<file path="src/rtl/dcpia_pkg.sv">
// shared constants and types for the potentiometer serial register block
package dcpia_pkg;
   // ---------------------------------------------------------------
   // register map
   // ---------------------------------------------------------------
   localparam logic [7:0] ADDR_WIPER    = 8'h00;
   localparam logic [7:0] ADDR_RESERVED = 8'h01;
   localparam logic [7:0] ADDR_ACCESS   = 8'h02;
   localparam logic [7:0] ACCESS_RESET  = 8'h00;
   localparam logic [7:0] ACCESS_VOLATILE = 8'h80;
   localparam int         ACCESS_SEL_BIT = 7;
   localparam logic [6:0] WIPER_RESET   = 7'h40;
   // ---------------------------------------------------------------
   // identification byte
   // ---------------------------------------------------------------
   localparam int         ID_TYPE_W     = 5;
   localparam logic [4:0] ID_TYPE_CODE  = 5'h0b; // arbitrary value
   localparam logic [2:0] BIT_LAST      = 3'h7;
   // ---------------------------------------------------------------
   // types
   // ---------------------------------------------------------------
   typedef enum logic [2:0] {
      DCPIA_IDLE, DCPIA_ID, DCPIA_ADDR, DCPIA_DATA, DCPIA_TX, DCPIA_ACK, DCPIA_MACK, DCPIA_SKIP
   } dcpia_state_e;
   typedef struct packed {
      logic req;
      logic [7:0] data;
   } dcpia_nvreq_s;
endpackage

</file>
<file path="src/rtl/dcpia_top.sv">
// serial target and register logic of a single potentiometer
//
// Behaviour
// - nonvolatile write starts only on stop
// - valid id, address and clock count required
// - data shifts in before any register changes
// - address 0 or 2 loads on last falling edge
// - ack three command bytes, send data msb first
// - access register selects volatile or stored read
// - access register is 8 bits, msb significant
// - 00h maps stored value, 80h maps wiper
// - access register resets to 00h
// - writing stored value also loads wiper
// - reading stored value leaves wiper alone
// - power-up copies stored value into wiper
// - id matches type code and select pins
// - ignore lines during nonvolatile write cycle
// - wiper is seven bits, monotonic position
`timescale 1ns/1ns
module dcpia_top (
   // clock and reset
   input  wire logic       clock_i,
   input  wire logic       rst_n_i,
   // serial pins
   input  wire logic       scl_i,
   input  wire logic       sda_i,
   output logic            sda_o,
   output logic            sda_oe_o,
   input  wire logic       addr_select_hi_i,
   input  wire logic       addr_select_lo_i,
   // nonvolatile storage
   input  wire logic [7:0] nv_value_i,
   input  wire logic       nv_valid_i,
   output logic            nv_req_o,
   output logic [7:0]      nv_data_o,
   input  wire logic       nv_done_i,
   // wiper and access register
   output logic [6:0]      wiper_o,
   output logic [7:0]      access_select_o
);
   // ---------------------------------------------------------------
   // pin synchronisers
   // ---------------------------------------------------------------
   // a level counts once the second and third stages agree, so one-cycle glitches are dropped
   logic [2:0] scl_sync_q;
   logic [2:0] sda_sync_q;
   logic       scl_q;
   logic       sda_q;
   always_ff @(posedge clock_i or negedge rst_n_i) begin
      if (!rst_n_i) begin
         scl_sync_q <= 3'h7;
         sda_sync_q <= 3'h7;
         scl_q      <= 1'b1;
         sda_q      <= 1'b1;
      end else begin
         scl_sync_q <= {scl_sync_q[1:0], scl_i};
         sda_sync_q <= {sda_sync_q[1:0], sda_i};
         if (scl_sync_q[1] == scl_sync_q[2]) begin
            scl_q <= scl_sync_q[2];
         end
         if (sda_sync_q[1] == sda_sync_q[2]) begin
            sda_q <= sda_sync_q[2];
         end
      end
   end
   logic scl_f_q;
   logic sda_f_q;
   always_ff @(posedge clock_i or negedge rst_n_i) begin
      if (!rst_n_i) begin
         scl_f_q <= 1'b1;
         sda_f_q <= 1'b1;
      end else begin
         scl_f_q <= scl_q;
         sda_f_q <= sda_q;
      end
   end
   // start and stop need the clock high on both samples, so a data move at a clock edge is not misread
   wire scl_rise = scl_q & ~scl_f_q;
   wire scl_fall = ~scl_q & scl_f_q;
   wire start_ev = scl_q & scl_f_q & sda_f_q & ~sda_q;
   wire stop_ev  = scl_q & scl_f_q & ~sda_f_q & sda_q;
   // ---------------------------------------------------------------
   // registers
   // ---------------------------------------------------------------
   dcpia_pkg::dcpia_state_e state_q, state_d;
   logic [7:0] shift_q;
   logic [2:0] bit_q;
   logic [7:0] addr_q;
   logic [7:0] access_q;
   logic [6:0] wiper_q;
   logic [7:0] stored_q;
   logic       rd_q;
   logic       ack_ok_q;
   logic       nv_pend_q;
   logic       nv_busy_q;
   logic       recall_q;
   logic       sda_drv_q;
   logic [7:0] tx_q;
   // phase that follows an acknowledge, known from the byte count
   logic [1:0] phase_q;
   // ---------------------------------------------------------------
   // decode
   // ---------------------------------------------------------------
   wire [7:0] shift_in  = {shift_q[6:0], sda_q};
   wire       byte_done = scl_rise & (bit_q == dcpia_pkg::BIT_LAST);
   // the direction bit is not part of the match; it is kept when the byte is taken
   wire       id_match  = shift_in[7:3] == dcpia_pkg::ID_TYPE_CODE
                          && shift_in[2] == addr_select_hi_i
                          && shift_in[1] == addr_select_lo_i;
   wire       addr_ok   = shift_in == dcpia_pkg::ADDR_WIPER
                          || shift_in == dcpia_pkg::ADDR_ACCESS;
   wire       volatile_sel = access_q[dcpia_pkg::ACCESS_SEL_BIT];
   wire [7:0] read_value = (addr_q == dcpia_pkg::ADDR_ACCESS) ? access_q :
                           volatile_sel ? {1'b0, wiper_q} : stored_q;
   // copy on the fall that ends the data lsb; a stop or start before it leaves every register alone
   // a data byte cut short never reaches this point
   wire       load_data = (state_q == dcpia_pkg::DCPIA_ACK) && scl_fall && !sda_drv_q && ack_ok_q;
   // nothing on the lines counts while the stored value is busy
   wire       bus_live  = ~nv_busy_q & ~recall_q;
   // ---------------------------------------------------------------
   // transaction state machine
   // ---------------------------------------------------------------
   always_comb begin
      state_d = state_q;
      if (!bus_live) begin
         state_d = dcpia_pkg::DCPIA_IDLE;
      end else if (start_ev) begin
         state_d = dcpia_pkg::DCPIA_ID;
      end else if (stop_ev) begin
         state_d = dcpia_pkg::DCPIA_IDLE;
      end else begin
         unique case (state_q)
            dcpia_pkg::DCPIA_IDLE: state_d = dcpia_pkg::DCPIA_IDLE;
            dcpia_pkg::DCPIA_ID: begin
               if (byte_done) begin
                  state_d = id_match ? dcpia_pkg::DCPIA_ACK : dcpia_pkg::DCPIA_SKIP;
               end
            end
            dcpia_pkg::DCPIA_ADDR: begin
               if (byte_done) begin
                  state_d = addr_ok ? dcpia_pkg::DCPIA_ACK : dcpia_pkg::DCPIA_SKIP;
               end
            end
            dcpia_pkg::DCPIA_DATA: begin
               if (byte_done) begin
                  state_d = dcpia_pkg::DCPIA_ACK;
               end
            end
            dcpia_pkg::DCPIA_ACK: begin
               // the first fall starts the acknowledge, the second ends it and picks the next phase
               if (scl_fall && sda_drv_q) begin
                  if (rd_q) begin
                     state_d = dcpia_pkg::DCPIA_TX;
                  end else if (phase_q == 2'h1) begin
                     state_d = dcpia_pkg::DCPIA_ADDR;
                  end else begin
                     state_d = dcpia_pkg::DCPIA_DATA;
                  end
               end
            end
            dcpia_pkg::DCPIA_TX: begin
               if (scl_fall && bit_q == dcpia_pkg::BIT_LAST) begin
                  state_d = dcpia_pkg::DCPIA_MACK;
               end
            end
            dcpia_pkg::DCPIA_MACK: begin
               if (scl_fall) begin
                  state_d = dcpia_pkg::DCPIA_SKIP;
               end
            end
            // a refused byte parks here until the next start or stop
            dcpia_pkg::DCPIA_SKIP: state_d = dcpia_pkg::DCPIA_SKIP;
         endcase
      end
   end
   always_ff @(posedge clock_i or negedge rst_n_i) begin
      if (!rst_n_i) begin
         state_q  <= dcpia_pkg::DCPIA_IDLE;
         phase_q  <= 2'h0;
         bit_q    <= 3'h0;
         shift_q  <= 8'h00;
         rd_q     <= 1'b0;
         addr_q   <= dcpia_pkg::ADDR_WIPER;
         ack_ok_q <= 1'b0;
         sda_drv_q <= 1'b0;
         tx_q     <= 8'h00;
      end else begin
         state_q <= state_d;
         if (state_q == dcpia_pkg::DCPIA_ACK && scl_fall) begin
            if (!sda_drv_q) begin
               // eighth bit done: pull the line low for the acknowledge
               sda_drv_q <= 1'b1;
            end else begin
               // leaving the acknowledge slot
               sda_drv_q <= 1'b0;
               bit_q     <= 3'h0;
               ack_ok_q  <= 1'b0;
               if (rd_q) begin
                  tx_q      <= read_value;
                  sda_drv_q <= ~read_value[7];
               end
            end
         end
         if (start_ev && bus_live) begin
            bit_q    <= 3'h0;
            phase_q  <= 2'h0;
            ack_ok_q <= 1'b0;
         end
         if (scl_rise && (state_q == dcpia_pkg::DCPIA_ID || state_q == dcpia_pkg::DCPIA_ADDR
                          || state_q == dcpia_pkg::DCPIA_DATA)) begin
            shift_q <= shift_in;
            bit_q   <= bit_q + 3'h1;
         end
         if (byte_done && state_d == dcpia_pkg::DCPIA_ACK) begin
            phase_q <= phase_q + 2'h1;
            if (state_q == dcpia_pkg::DCPIA_ID) begin
               rd_q <= shift_in[0];
            end
            if (state_q == dcpia_pkg::DCPIA_ADDR) begin
               addr_q <= shift_in;
            end
            if (state_q == dcpia_pkg::DCPIA_DATA) begin
               ack_ok_q <= 1'b1;
            end
         end
         // each fall moves to the next bit; the line is let go after the lsb for the master's answer
         if (state_q == dcpia_pkg::DCPIA_TX && scl_fall) begin
            bit_q     <= bit_q + 3'h1;
            tx_q      <= {tx_q[6:0], 1'b0};
            sda_drv_q <= (bit_q != dcpia_pkg::BIT_LAST) & ~tx_q[6];
         end
         if (!bus_live || stop_ev) begin
            sda_drv_q <= 1'b0;
         end
      end
   end
   // ---------------------------------------------------------------
   // register updates
   // ---------------------------------------------------------------
   wire load_wiper  = load_data && addr_q == dcpia_pkg::ADDR_WIPER;
   wire load_access = load_data && addr_q == dcpia_pkg::ADDR_ACCESS;
   always_ff @(posedge clock_i or negedge rst_n_i) begin
      if (!rst_n_i) begin
         access_q  <= dcpia_pkg::ACCESS_RESET;
         wiper_q   <= dcpia_pkg::WIPER_RESET;
         stored_q  <= 8'h00;
         nv_pend_q <= 1'b0;
         nv_busy_q <= 1'b0;
         recall_q  <= 1'b1;
      end else begin
         // the stored value is unknown until recall, so the bus stays deaf until then
         // a recall that never comes keeps the wiper at mid scale
         if (recall_q && nv_valid_i) begin
            recall_q <= 1'b0;
            stored_q <= nv_value_i;
            wiper_q  <= nv_value_i[6:0];
         end
         if (load_access) begin
            access_q <= shift_q;
         end
         if (load_wiper) begin
            wiper_q <= shift_q[6:0];
            if (!volatile_sel) begin
               stored_q  <= shift_q;
               nv_pend_q <= 1'b1;
            end
         end
         if (start_ev) begin
            nv_pend_q <= 1'b0;
         end
         // only a stop commits; the storage side may take as long as it needs
         if (stop_ev && nv_pend_q && bus_live) begin
            nv_pend_q <= 1'b0;
            nv_busy_q <= 1'b1;
         end
         if (nv_busy_q && nv_done_i) begin
            nv_busy_q <= 1'b0;
         end
      end
   end
   // ---------------------------------------------------------------
   // outputs
   // ---------------------------------------------------------------
   // open drain: the pad only ever pulls low, the enable carries the data
   // the bus pull-up gives the high level
   assign sda_o           = 1'b0;
   assign sda_oe_o        = sda_drv_q;
   assign nv_req_o        = nv_busy_q;
   assign nv_data_o       = stored_q;
   assign wiper_o         = wiper_q;
   assign access_select_o = access_q;
endmodule

</file>
<file path="config.mk">
export PLATFORM = sky130hd
export DESIGN_NAME = dcpia_top
export DESIGN_NICKNAME = d
export VERILOG_FILES = /design/src/rtl/dcpia_pkg.sv /design/src/rtl/dcpia_top.sv
export SDC_FILE = /design/constraint.sdc
export NUM_CORES = 1
export LEC_CHECK = 0
export BUFFER_PORTS_ARGS = -buffer_cell sky130_fd_sc_hd__buf_2
export CAP_MARGIN = 20
export CORE_MARGIN = 1
export CORE_UTILIZATION = 43
export DETAILED_ROUTE_END_ITERATION = 8
export GPL_ROUTABILITY_DRIVEN = 1
export PLACE_DENSITY = 0.7
export SKIP_LAST_GASP = 1
export SYNTH_ARGS = -nofsm -noshare
export SYNTH_HDL_FRONTEND = slang
export SYNTH_SLANG_ARGS = --single-unit
</file>
<file path="constraint.sdc">
create_clock -name clock_i -period 2.17 [get_ports clock_i]
set_input_delay 0 -clock clock_i [delete_from_list [all_inputs] [get_ports clock_i]]
set_output_delay 0 -clock clock_i [all_outputs]
set_load 0.02 [all_outputs]
</file>
**Word level (Yosys, flattened, before mapping)**

Index checks and enable logic that the tools add are counted.

- Bits in registers: 70
- Latch bits: 0
- Bits in writable memories: 0
- ROM bits: 0
- Bits of input ports: 16
- Output and inout bits: 26
- Word-level logic and storage cells: 149
- Memories kept: 0

- Add/sub/neg operators: 2
- Multipliers: 0
- Div/mod/pow operators: 0
- Magnitude comparators: 0
- Equal/unequal tests: 19
- Shift-type cells: 0
- Multiplexer cells: 48
- Bitwise gates (word level): 18
- Reductions and logical operators: 41

Operators by type and width:

| kind | number |
|---|---|
| $mux 3 | 15 |
| $mux 7 | 6 |
| $mux 8 | 5 |
| $pmux 3 s8 | 1 |
| $eq 3x3->1 const B | 6 |
| $logic_and 1x1->1 | 17 |
| $mux 1 | 17 |
| $eq 8x2->1 const B | 2 |
| $logic_not 8->1 | 2 |
| $reduce_bool 2->1 | 6 |
| $and 1x1->1 | 10 |
| $mux 2 | 4 |
| $not 1->1 | 8 |
| $reduce_and 2->1 | 4 |
| $reduce_bool 4->1 | 2 |
| $eq 3x2->1 const B | 2 |
| $reduce_bool 3->1 | 2 |
| $eq 5x4->1 const B | 1 |
| $eq 1x1->1 | 4 |
| $logic_or 1x1->1 | 4 |
| $add 3x1->3 const B | 1 |
| $eq 3x1->1 const B | 1 |
| $logic_not 3->1 | 1 |
| $ne 3x2->1 const B | 1 |
| other kinds (5) | 6 |

**Longest topological paths before layout**

Gate-level depths: netlist (run 1).

- Depth after elaboration: 12
- Gate-level depth with buffers: 8
- Gate-level depth less buffers: 7

**Worst setup path after synthesis (run 1)**

OpenSTA, ideal clock, no wires.

- Path type: register -> register
- Start point: register bit_q[0]
- End point: register addr_q[1]
- Library setup time: 128 ps
- Data arrival time: 1757 ps
- Required time: 2042 ps
- Setup slack: 285 ps
- Cell stages (with the launch flop): 8
- Path buffers: 0
- Period minus slack after synthesis: 1885 ps
- Cell sequence: dfrtp_1 ha_1 ha_1 nor4bb_1 and2_1 a211oi_2 nand2_2 mux2_1

- Longest elaborated chain between the ends: 10
- Elaborated cells on any way between the ends: 14
- Those cells by class: 2 x eq/ne; 8 x mux; 1 x bitwise; 3 x reduce/logical

Ends and longest elaborated chain:

| item | RTL line | RTL |
|---|---|---|
| from (decl) | dcpia_top.sv:87 | `logic [2:0] bit_q;` |
| from (signal assigned) | dcpia_top.sv:212 | `bit_q <= bit_q + 3'h1;` |
| from (signal assigned) | dcpia_top.sv:228 | `bit_q <= bit_q + 3'h1;` |
| $eq 3x3->1 * | dcpia_top.sv:105, dcpia_top.sv:162 |  |
| $and 1x1->1 or $logic_and 1x1->1 (tied branches) | dcpia_top.sv:105, dcpia_top.sv:162 |  |
| $mux 3, on equally long branches | n/a |  |
| $pmux 3 s8 | dcpia_top.sv:132 | `unique case (state_q)` |
| $mux 3 | dcpia_top.sv:129 | `end else if (stop_ev) begin` |
| $mux 3 | dcpia_top.sv:127 | `end else if (start_ev) begin` |
| $mux 3 | dcpia_top.sv:125 | `if (!bus_live) begin` |
| $eq 3x3->1 | dcpia_top.sv:214 | `if (byte_done && state_d == dcpia_pkg::DCPIA_ACK) begin` |
| $logic_and 1x1->1 * | dcpia_top.sv:214 |  |
| $reduce_and 2->1 (no source line) * | n/a |  |
| to (signal assigned) | dcpia_top.sv:183 | `addr_q <= dcpia_pkg::ADDR_WIPER;` |
| to (signal assigned) | dcpia_top.sv:220 | `addr_q <= shift_in;` |
| to (decl) | dcpia_top.sv:88 | `logic [7:0] addr_q;` |

Every way passes the cells marked *; elsewhere a longest branch is shown, timed or not.
A chain may end at the register's enable or synchronous reset.

**Worst setup path in the final report (run 1)**

Ends and elaborated chain as after synthesis.

==> impl_metrics.csv, run 1 <==
group,metric,value,unit
outcome,status,"completed",
timing,rsz0062_at_grt,"true",
setup_path,timing.rr.start,"bit_q[0]",
setup_path,setup.worst_path.end,"addr_q[1]",
final_layout,nFillCells,648,
global_route,use_met3,3.03,%
timing,skew,13.7,ps
power,swShare,27.3,%
setup_path,cp_num_buf_inv,0,
setup_path,critPathMaxFanout,8,
power,peakVddDrop,0.000312,V
logic_synthesis,yosysTopAreaCellShare,43.2,%
cts,cts_max_path_buffers,2,
logic_synthesis,ys_ff_latch,70,
timing,fin_crit_sh,99.0,%
floorplanning,die_x,90.4,um
final_layout,utilization,54.1,%
setup_path,cpMostUsedCell,"ha_1",
setup_path,crit_family,"simple AND/OR/NAND/NOR gates",
setup_path,rr_endpoint,"addr_q[1]",
setup_path,path_cells,"ha_1 -> ha_1 -> nor4bb_4 -> and2_1 -> a211oi_4 -> nand2_2 -> mux2_1",
cts,clockRootBuffer,"clkbuf_8",
flow_run,drv_cap,0,
power,combPwrFrac,12.1,%
routing,drt-total-wl,7470,um
logic_synthesis,synth_common_cells,"dfrtp_1, nand2_1, a21oi_1",
power,clkPwrFrac,38.0,%
global_route,track_usage,18.9,%
setup_path,end_kind,"flop",
setup_path,startpoint,"bit_q[0]",
final_layout,nNetsFinal,366,
logic_synthesis,synth_edf_count,0,
timing,max_freq,465,MHz
setup_path,cp.required,2390,ps
cts,cts_tree,"yes",
place,dp_hpwl,5180,um
routing,drt_iter0_drc,149,
global_route,grt_pass1_vias,2307,
routing,via_count,2473,
logic_synthesis,ys_warn_count,0,
global_route,busiest_layer,"met2",
logic_synthesis,synth_area_per_cell,11.4,sq um
floorplanning,io_pins,42,
timing,finalMaxSlewViolations,0,
global_route,grt_util_met1,26.1,%
final_layout,diodes,0,
logic_synthesis,synth_fp_nets,314,
setup_path,cp_slowest_stage_delay,390,ps
routing,vias_per_cell,5.48,
logic_synthesis,yosys.cell_count.top_type,"dfrtp_1",
floorplanning,die_height,90.4,um
setup_path,slowest_stage,"dfrtp_1",
setup_path,worstRegToRegCells,7,
logic_synthesis,ys_seq_area_share,52.6,%
logic_synthesis,synth_area_leaders,"dfrtp_1, dfstp_2, mux2_4, mux2_1, nand2_1",
logic_synthesis,ys.flop_type,"dfrtp_1",
logic_synthesis,syn-cell-area,3360,sq um
setup_path,start_kind,"flop",
logic_synthesis,syn_inst,295,
setup_path,cp.depth,7,
power,p_seq_share,49.8,%
floorplanning,row_count,31,
place,gp_congestion,0.903,
place,place.port_buffers,40,
power,cellPowerDensity,830,nW/um^2
cts,numCtsBuffers,9,
timing,hold_viol_final,0,
cts,cts_sinks,70,
power,p_int,0.00242,W
global_route,grt_start_max_net_pins,71,
logic_synthesis,synth_top_area_cell,"dfrtp_1",
cts,clkLatencyLatePin,340,ps
routing,wl_per_cell,16.6,um
logic_synthesis,postSynth.asyncResetShare,100,%
global_route,antenna_found_initial,0,
setup_path,worstSetupPathType,"reg -> reg",
cts,h-tree-depth,3,
timing,finalSetupViolations,0,
floorplanning,coreArea,7410,sq um
routing,drc,0,
timing,period_needed,2150,ps
floorplanning,dieArea,8160,sq um
min_path,hp-class,"in -> reg",
timing,fin_tns_setup,0,ps
power,p_leak,1.84,nW
routing,ant_nets,0,
global_route,grt-ovfl-total,0,
final_layout,drive_above_1_share,28.7,%
final_layout,syn_to_final_growth,19.4,%
routing,dr.pass1.iters,4,
setup_path,arrival,2370,ps
floorplanning,initial_core_util,45.3,%
global_route,grt_pass1_wl,12000,um
power,power.net_switching,0.000907,W
cts,path_clk_slew,80,ps
global_route,use_met2,30.0,%
setup_path,ff2ff_setup_slack,20,ps
logic_synthesis,synth.distinct_cells,61,
[registers in the layout (all words and copies together), names as in the netlist, 7 cells and up]
register	flops
access_select_o	8
addr_q	8
nv_data_o	8
shift_q	8
tx_q	7
wiper_o	7
[worst min-delay path by stage]
stage,start,endpoint,slack (ps),depth (start not counted)
after floorplan,rst_n_i,access_select_o[0],-300,0
after global placement,rst_n_i,nv_pend_q,50,2
final,nv_value_i[4],nv_data_o[4],70,4
after CTS,nv_value_i[4],wiper_o[4],60,4
after global routing,nv_value_i[5],nv_data_o[5],90,4
after detailed placement,rst_n_i,nv_req_o,50,2
[worst min-delay path, delay by kind of cell]
kind	cells	cell delay (ps)
buf+inv	1	70
compound gates	2	140
simple gates	1	160
[power by group through the flow]
| stage | sequential, W | clock [W] | combinational (W) |
|---|---|---|---|
| 3_3_place_gp | 0.00167 | 0 | 0.000384 |
| 3_5_place_dp | 0.00168 | 0 | 0.000394 |
| 5_1_grt | 0.00168 | 0.00135 | 0.000451 |
| 4_1_cts | 0.00166 | 0.00129 | 0.000404 |
| 6_report | 0.00166 | 0.00126 | 0.000404 |
| 2_1_floorplan | 0.00160 | 0 | 0.000281 |
[cell type report]
class	instances	area (sq um)	share of cell area (%)
Clock buffer	11	131	3.28
Clock inverter	5	108	2.68
Inverter	5	18.8	0.468
Multi-Input combinational cell	205	1500	37.4
Sequential cell	70	1770	44.1
Tap cell	99	124	3.09
Timing Repair Buffer	56	360	8.99
[cells by family (layout without fill, tap and decap cells)]
| group | count (synthesis) | count (layout) | synth area share [%] |
|---|---|---|---|
| AND/OR/NAND/NOR | 99 | 99 | 17.7 |
| buffers and inverters | 20 | 77 | 3.43 |
| multiplexers | 33 | 33 | 11.6 |
| XOR/XNOR | 2 | 2 | 0.522 |
| flip-flops | 70 | 70 | 52.6 |
| AO/OA/AOI/OAI | 65 | 65 | 12.3 |
| other | 1 | 1 | 0.112 |
| adder cells (fa/ha/maj) | 5 | 5 | 1.71 |
[cells in the final DEF, fill, tap and decap left out, types with 5 or more instances in the layout]
master         Yosys  routed
o21ai_1           16      16
nor2b_1            6       5
o21ai_0            5       5
mux2i_1           10      10
nand3_1            6       6
a21oi_1           18      18
and2_1             9       9
nand2_1           28      28
buf_2              5      40
mux2_1            10      10
nor3_1             5       5
dlygate4sd3_1      0       6
and3_1             7       7
mux2_4             8       8
nor2_1            11      11
dfrtp_1           58      58
mux2_2             5       5
clkbuf_8           0       9
dfstp_2           12      12
buf_4              5       8
[per-layer routing]
metal  routed length, um  vias up
li1                    -     1161
met1                3480     1216
met2                3520       85
met3                 364       11
met4                 106        0
met5                   0        -
[through the flow]
| step | power [W] | setup WS (ps) | std cells | cell area [sq um] | hold slack, ps |
|---|---|---|---|---|---|
| after floorplan | 0.00188 | 285 | 295 | 3360 | -296 |
| after global routing | 0.00348 | -101 | 451 | 4010 | 87.9 |
| after CTS | 0.00335 | 0.142 | 451 | 3980 | 58.8 |
| after global placement | 0.00205 | 180 | 429 | 3680 | 52.9 |
| after detailed placement | 0.00207 | 88.6 | 429 | 3680 | 53.7 |
| final | 0.00333 | 21.3 | 451 | 4010 | 67.9 |
[what timing repair did]
item	in CTS	in global routing
hold buffers	6	0
endpoints found under the hold margin	75	0
endpoints found under the setup margin	0	5
gates resized for setup	0	4
buffers inserted	0	0
Power figures use the tool's default switching activity.
==> run 2, diff against run 1 <==
==> constraint.sdc (replaced) <==
create_clock -name clock_i -period 2.17 [get_ports clock_i]
set_input_delay 0.217 -clock clock_i [delete_from_list [all_inputs] [get_ports clock_i]]
set_output_delay 0.217 -clock clock_i [all_outputs]
set_load 0.02 [all_outputs]
==> run 2 against run 1 <==
  * Sequential cell count did not move
  * Cell count did not move
  * Global-route usage rose by 0.57 points
  * Setup slack improved by 84 ps
  * Sequential share of layout area rose by 0.42 points
  * Worst hold slack got worse by 17 ps
  * Fmax rose by 4.1%
  * Total power rose by 0.88%
  * Wire length fell by 2.7%
  * First-iteration DRC count rose by 11%
  * Largest cell class unchanged
  * Core utilization fell by 0.51 points
==> impl_metrics.csv, run 2 (synthesized netlist as in run 1, its figures left out) <==
group,metric,value,unit
outcome,status,"completed",
setup_path,rr_endpoint,"phase_q[0]",
routing,via_count,2469,
power,combPwrFrac,12.4,%
floorplanning,coreArea,7410,sq um
global_route,use_met3,6.40,%
setup_path,start_kind,"flop",
final_layout,nNetsFinal,366,
timing,slew_headroom,64.2,%
power,clkPwrFrac,38.4,%
floorplanning,dieArea,8160,sq um
cts,clkLatencyLatePin,350,ps
global_route,use_met2,28.9,%
cts,h-tree-depth,3,
setup_path,cp_num_buf_inv,1,
global_route,grt_util_met1,26.6,%
timing,worst_pin_slew,535,ps
cts,cts_tree,"yes",
cts,cts_max_path_buffers,2,
power,p_seq_share,49.3,%
floorplanning,row_count,31,
setup_path,end_kind,"flop",
timing,finalMaxSlewViolations,0,
timing,hold_viol_final,0,
setup_path,cp.depth,8,
setup_path,cpMostUsedCell,"ha_1",
routing,dr.pass1.iters,4,
setup_path,worstRegToRegCells,8,
setup_path,startpoint,"bit_q[0]",
setup_path,critPathMaxFanout,5,
cts,numCtsBuffers,9,
routing,vias_per_cell,5.47,
floorplanning,initial_core_util,45.3,%
power,p_int,0.00245,W
setup_path,cp.required,2410,ps
min_path,hp-class,"in -> reg",
final_layout,drive_above_1_share,29.5,%
floorplanning,io_pins,42,
routing,wl_per_cell,16.1,um
global_route,grt-ovfl-total,0,
power,p_leak,1.84,nW
timing,finalSetupViolations,0,
global_route,antenna_found_initial,0,
cts,clockRootBuffer,"clkbuf_8",
cts,cts_sinks,70,
floorplanning,die_height,90.4,um
setup_path,setup.worst_path.end,"phase_q[0]",
setup_path,slowest_stage,"dfrtp_1",
setup_path,ff2ff_setup_slack,110,ps
floorplanning,die_x,90.4,um
final_layout,final_cell_mix,"dfrtp_1, buf_2, nand2_1, a21oi_1, o21ai_1",
final_layout,syn_to_final_growth,18.3,%
routing,drt_iter0_drc,166,
global_route,grt_start_max_net_pins,71,
min_path,hold_path_depth,2,
setup_path,crit_family,"simple AND/OR/NAND/NOR gates",
global_route,busiest_layer,"met2",
setup_path,arrival,2300,ps
routing,ant_nets,0,
final_layout,layout_commonest_cell,"dfrtp_1",
final_layout,nFillCells,632,
timing,fin_tns_setup,0,ps
setup_path,cp_slowest_stage_delay,390,ps
routing,drt-total-wl,7270,um
min_path,worstHoldStart,"nv_done_i",
timing,period_needed,2060,ps
cts,cts_resized,0,
flow_run,drv_cap,0,
global_route,grt_pass1_wl,12300,um
timing,max_freq,484,MHz
place,gp_congestion,0.905,
power,cellPowerDensity,845,nW/um^2
power,swShare,27.1,%
place,place.port_buffers,40,
timing,fin_crit_sh,95.1,%
timing,skew,8.07,ps
setup_path,worstSetupPathType,"reg -> reg",
cts,path_clk_slew,70,ps
setup_path,path_cells,"ha_1 -> ha_1 -> nor4bb_1 -> and2_1 -> a211oi_2 -> buf_4 -> nand3b_1 -> mux2i_1",
global_route,grt_pass1_vias,2450,
routing,drc,0,
power,peakVddDrop,0.000512,V
setup_path,timing.rr.start,"bit_q[0]",
power,p_total,0.00336,W
place,dp_hpwl,5090,um
global_route,track_usage,19.5,%
power,power.net_switching,0.000908,W
final_layout,diodes,0,
[run 2: changes by cell type in the layout (fill, tap and decap cells not counted)]
cell / previous run / this run
nor4bb_4: 1 / 0
nor2b_2: 1 / 0
clkbuf_1: 2 / 0
nor2b_1: 5 / 6
dlygate4sd3_1: 6 / 3
buf_12: 2 / 1
a211oi_4: 1 / 0
nor4bb_1: 0 / 1
clkbuf_8: 9 / 10
clkinv_2: 0 / 2
clkinv_4: 2 / 1
a211oi_2: 0 / 1
buf_4: 8 / 12
[run 2: power groups by stage]
stage / Combinational, W / Clock [W] / Sequential [W]
after floorplan: 0.000281 / 0 / 0.00160
after global routing: 0.000458 / 0.00136 / 0.00168
after CTS: 0.000417 / 0.00132 / 0.00165
after global placement: 0.000390 / 0 / 0.00167
final: 0.000415 / 0.00129 / 0.00165
after detailed placement: 0.000407 / 0 / 0.00168
[run 2: what timing repair did]
action,CTS,global route
hold buffers,3,0
setup buffers,0,2
setup endpoints to repair,0,1
endpoints found under the hold margin,60,0
[run 2: final cells by class]
class / instances / area, sq um / area share [%]
Sequential cell: 70 / 1770 / 44.5
Multi-Input combinational cell: 205 / 1480 / 37.1
Timing Repair Buffer: 56 / 340 / 8.57
Clock buffer: 10 / 138 / 3.47
Tap cell: 99 / 124 / 3.12
Clock inverter: 6 / 109 / 2.74
Inverter: 5 / 18.8 / 0.473
[run 2: metrics by stage]
stage               setup WS, ps  area [sq um]  std cells  hold WS [ps]  utilization, %
global placement             181          3680        430           267            49.7
detailed placement           112          3680        430           267            49.7
floorplan                    285          3360        295         -78.6               -
global route               -10.2          3970        451          49.9            53.6
CTS                         83.5          3960        449          38.4            53.4
finish                       106          3970        451          50.4            53.6
[run 2: worst min-delay path by stage]
stage	slack [ps]	end
after floorplan	-80	access_select_o[0]
after global placement	270	nv_pend_q
after detailed placement	270	nv_req_o
after CTS	40	nv_req_o
after global routing	50	nv_req_o
final	50	nv_req_o
[run 2: routing by layer]
metal  vias to the layer above  part of all wire [%]
li1                       1172                     -
met5                         -                     0
met2                        89                    45
met1                      1192                    46
met3                        16                   7.2
met4                         0                   2.0
[run 2: worst register-to-register path: cells and delay by family, from the launching register on]
family / cells / cell delay, ps
fa+ha+maj: 2 / 440
compound gates: 1 / 320
simple gates: 3 / 500
mux: 1 / 150
flops: 1 / 390
buf+inv: 1 / 160
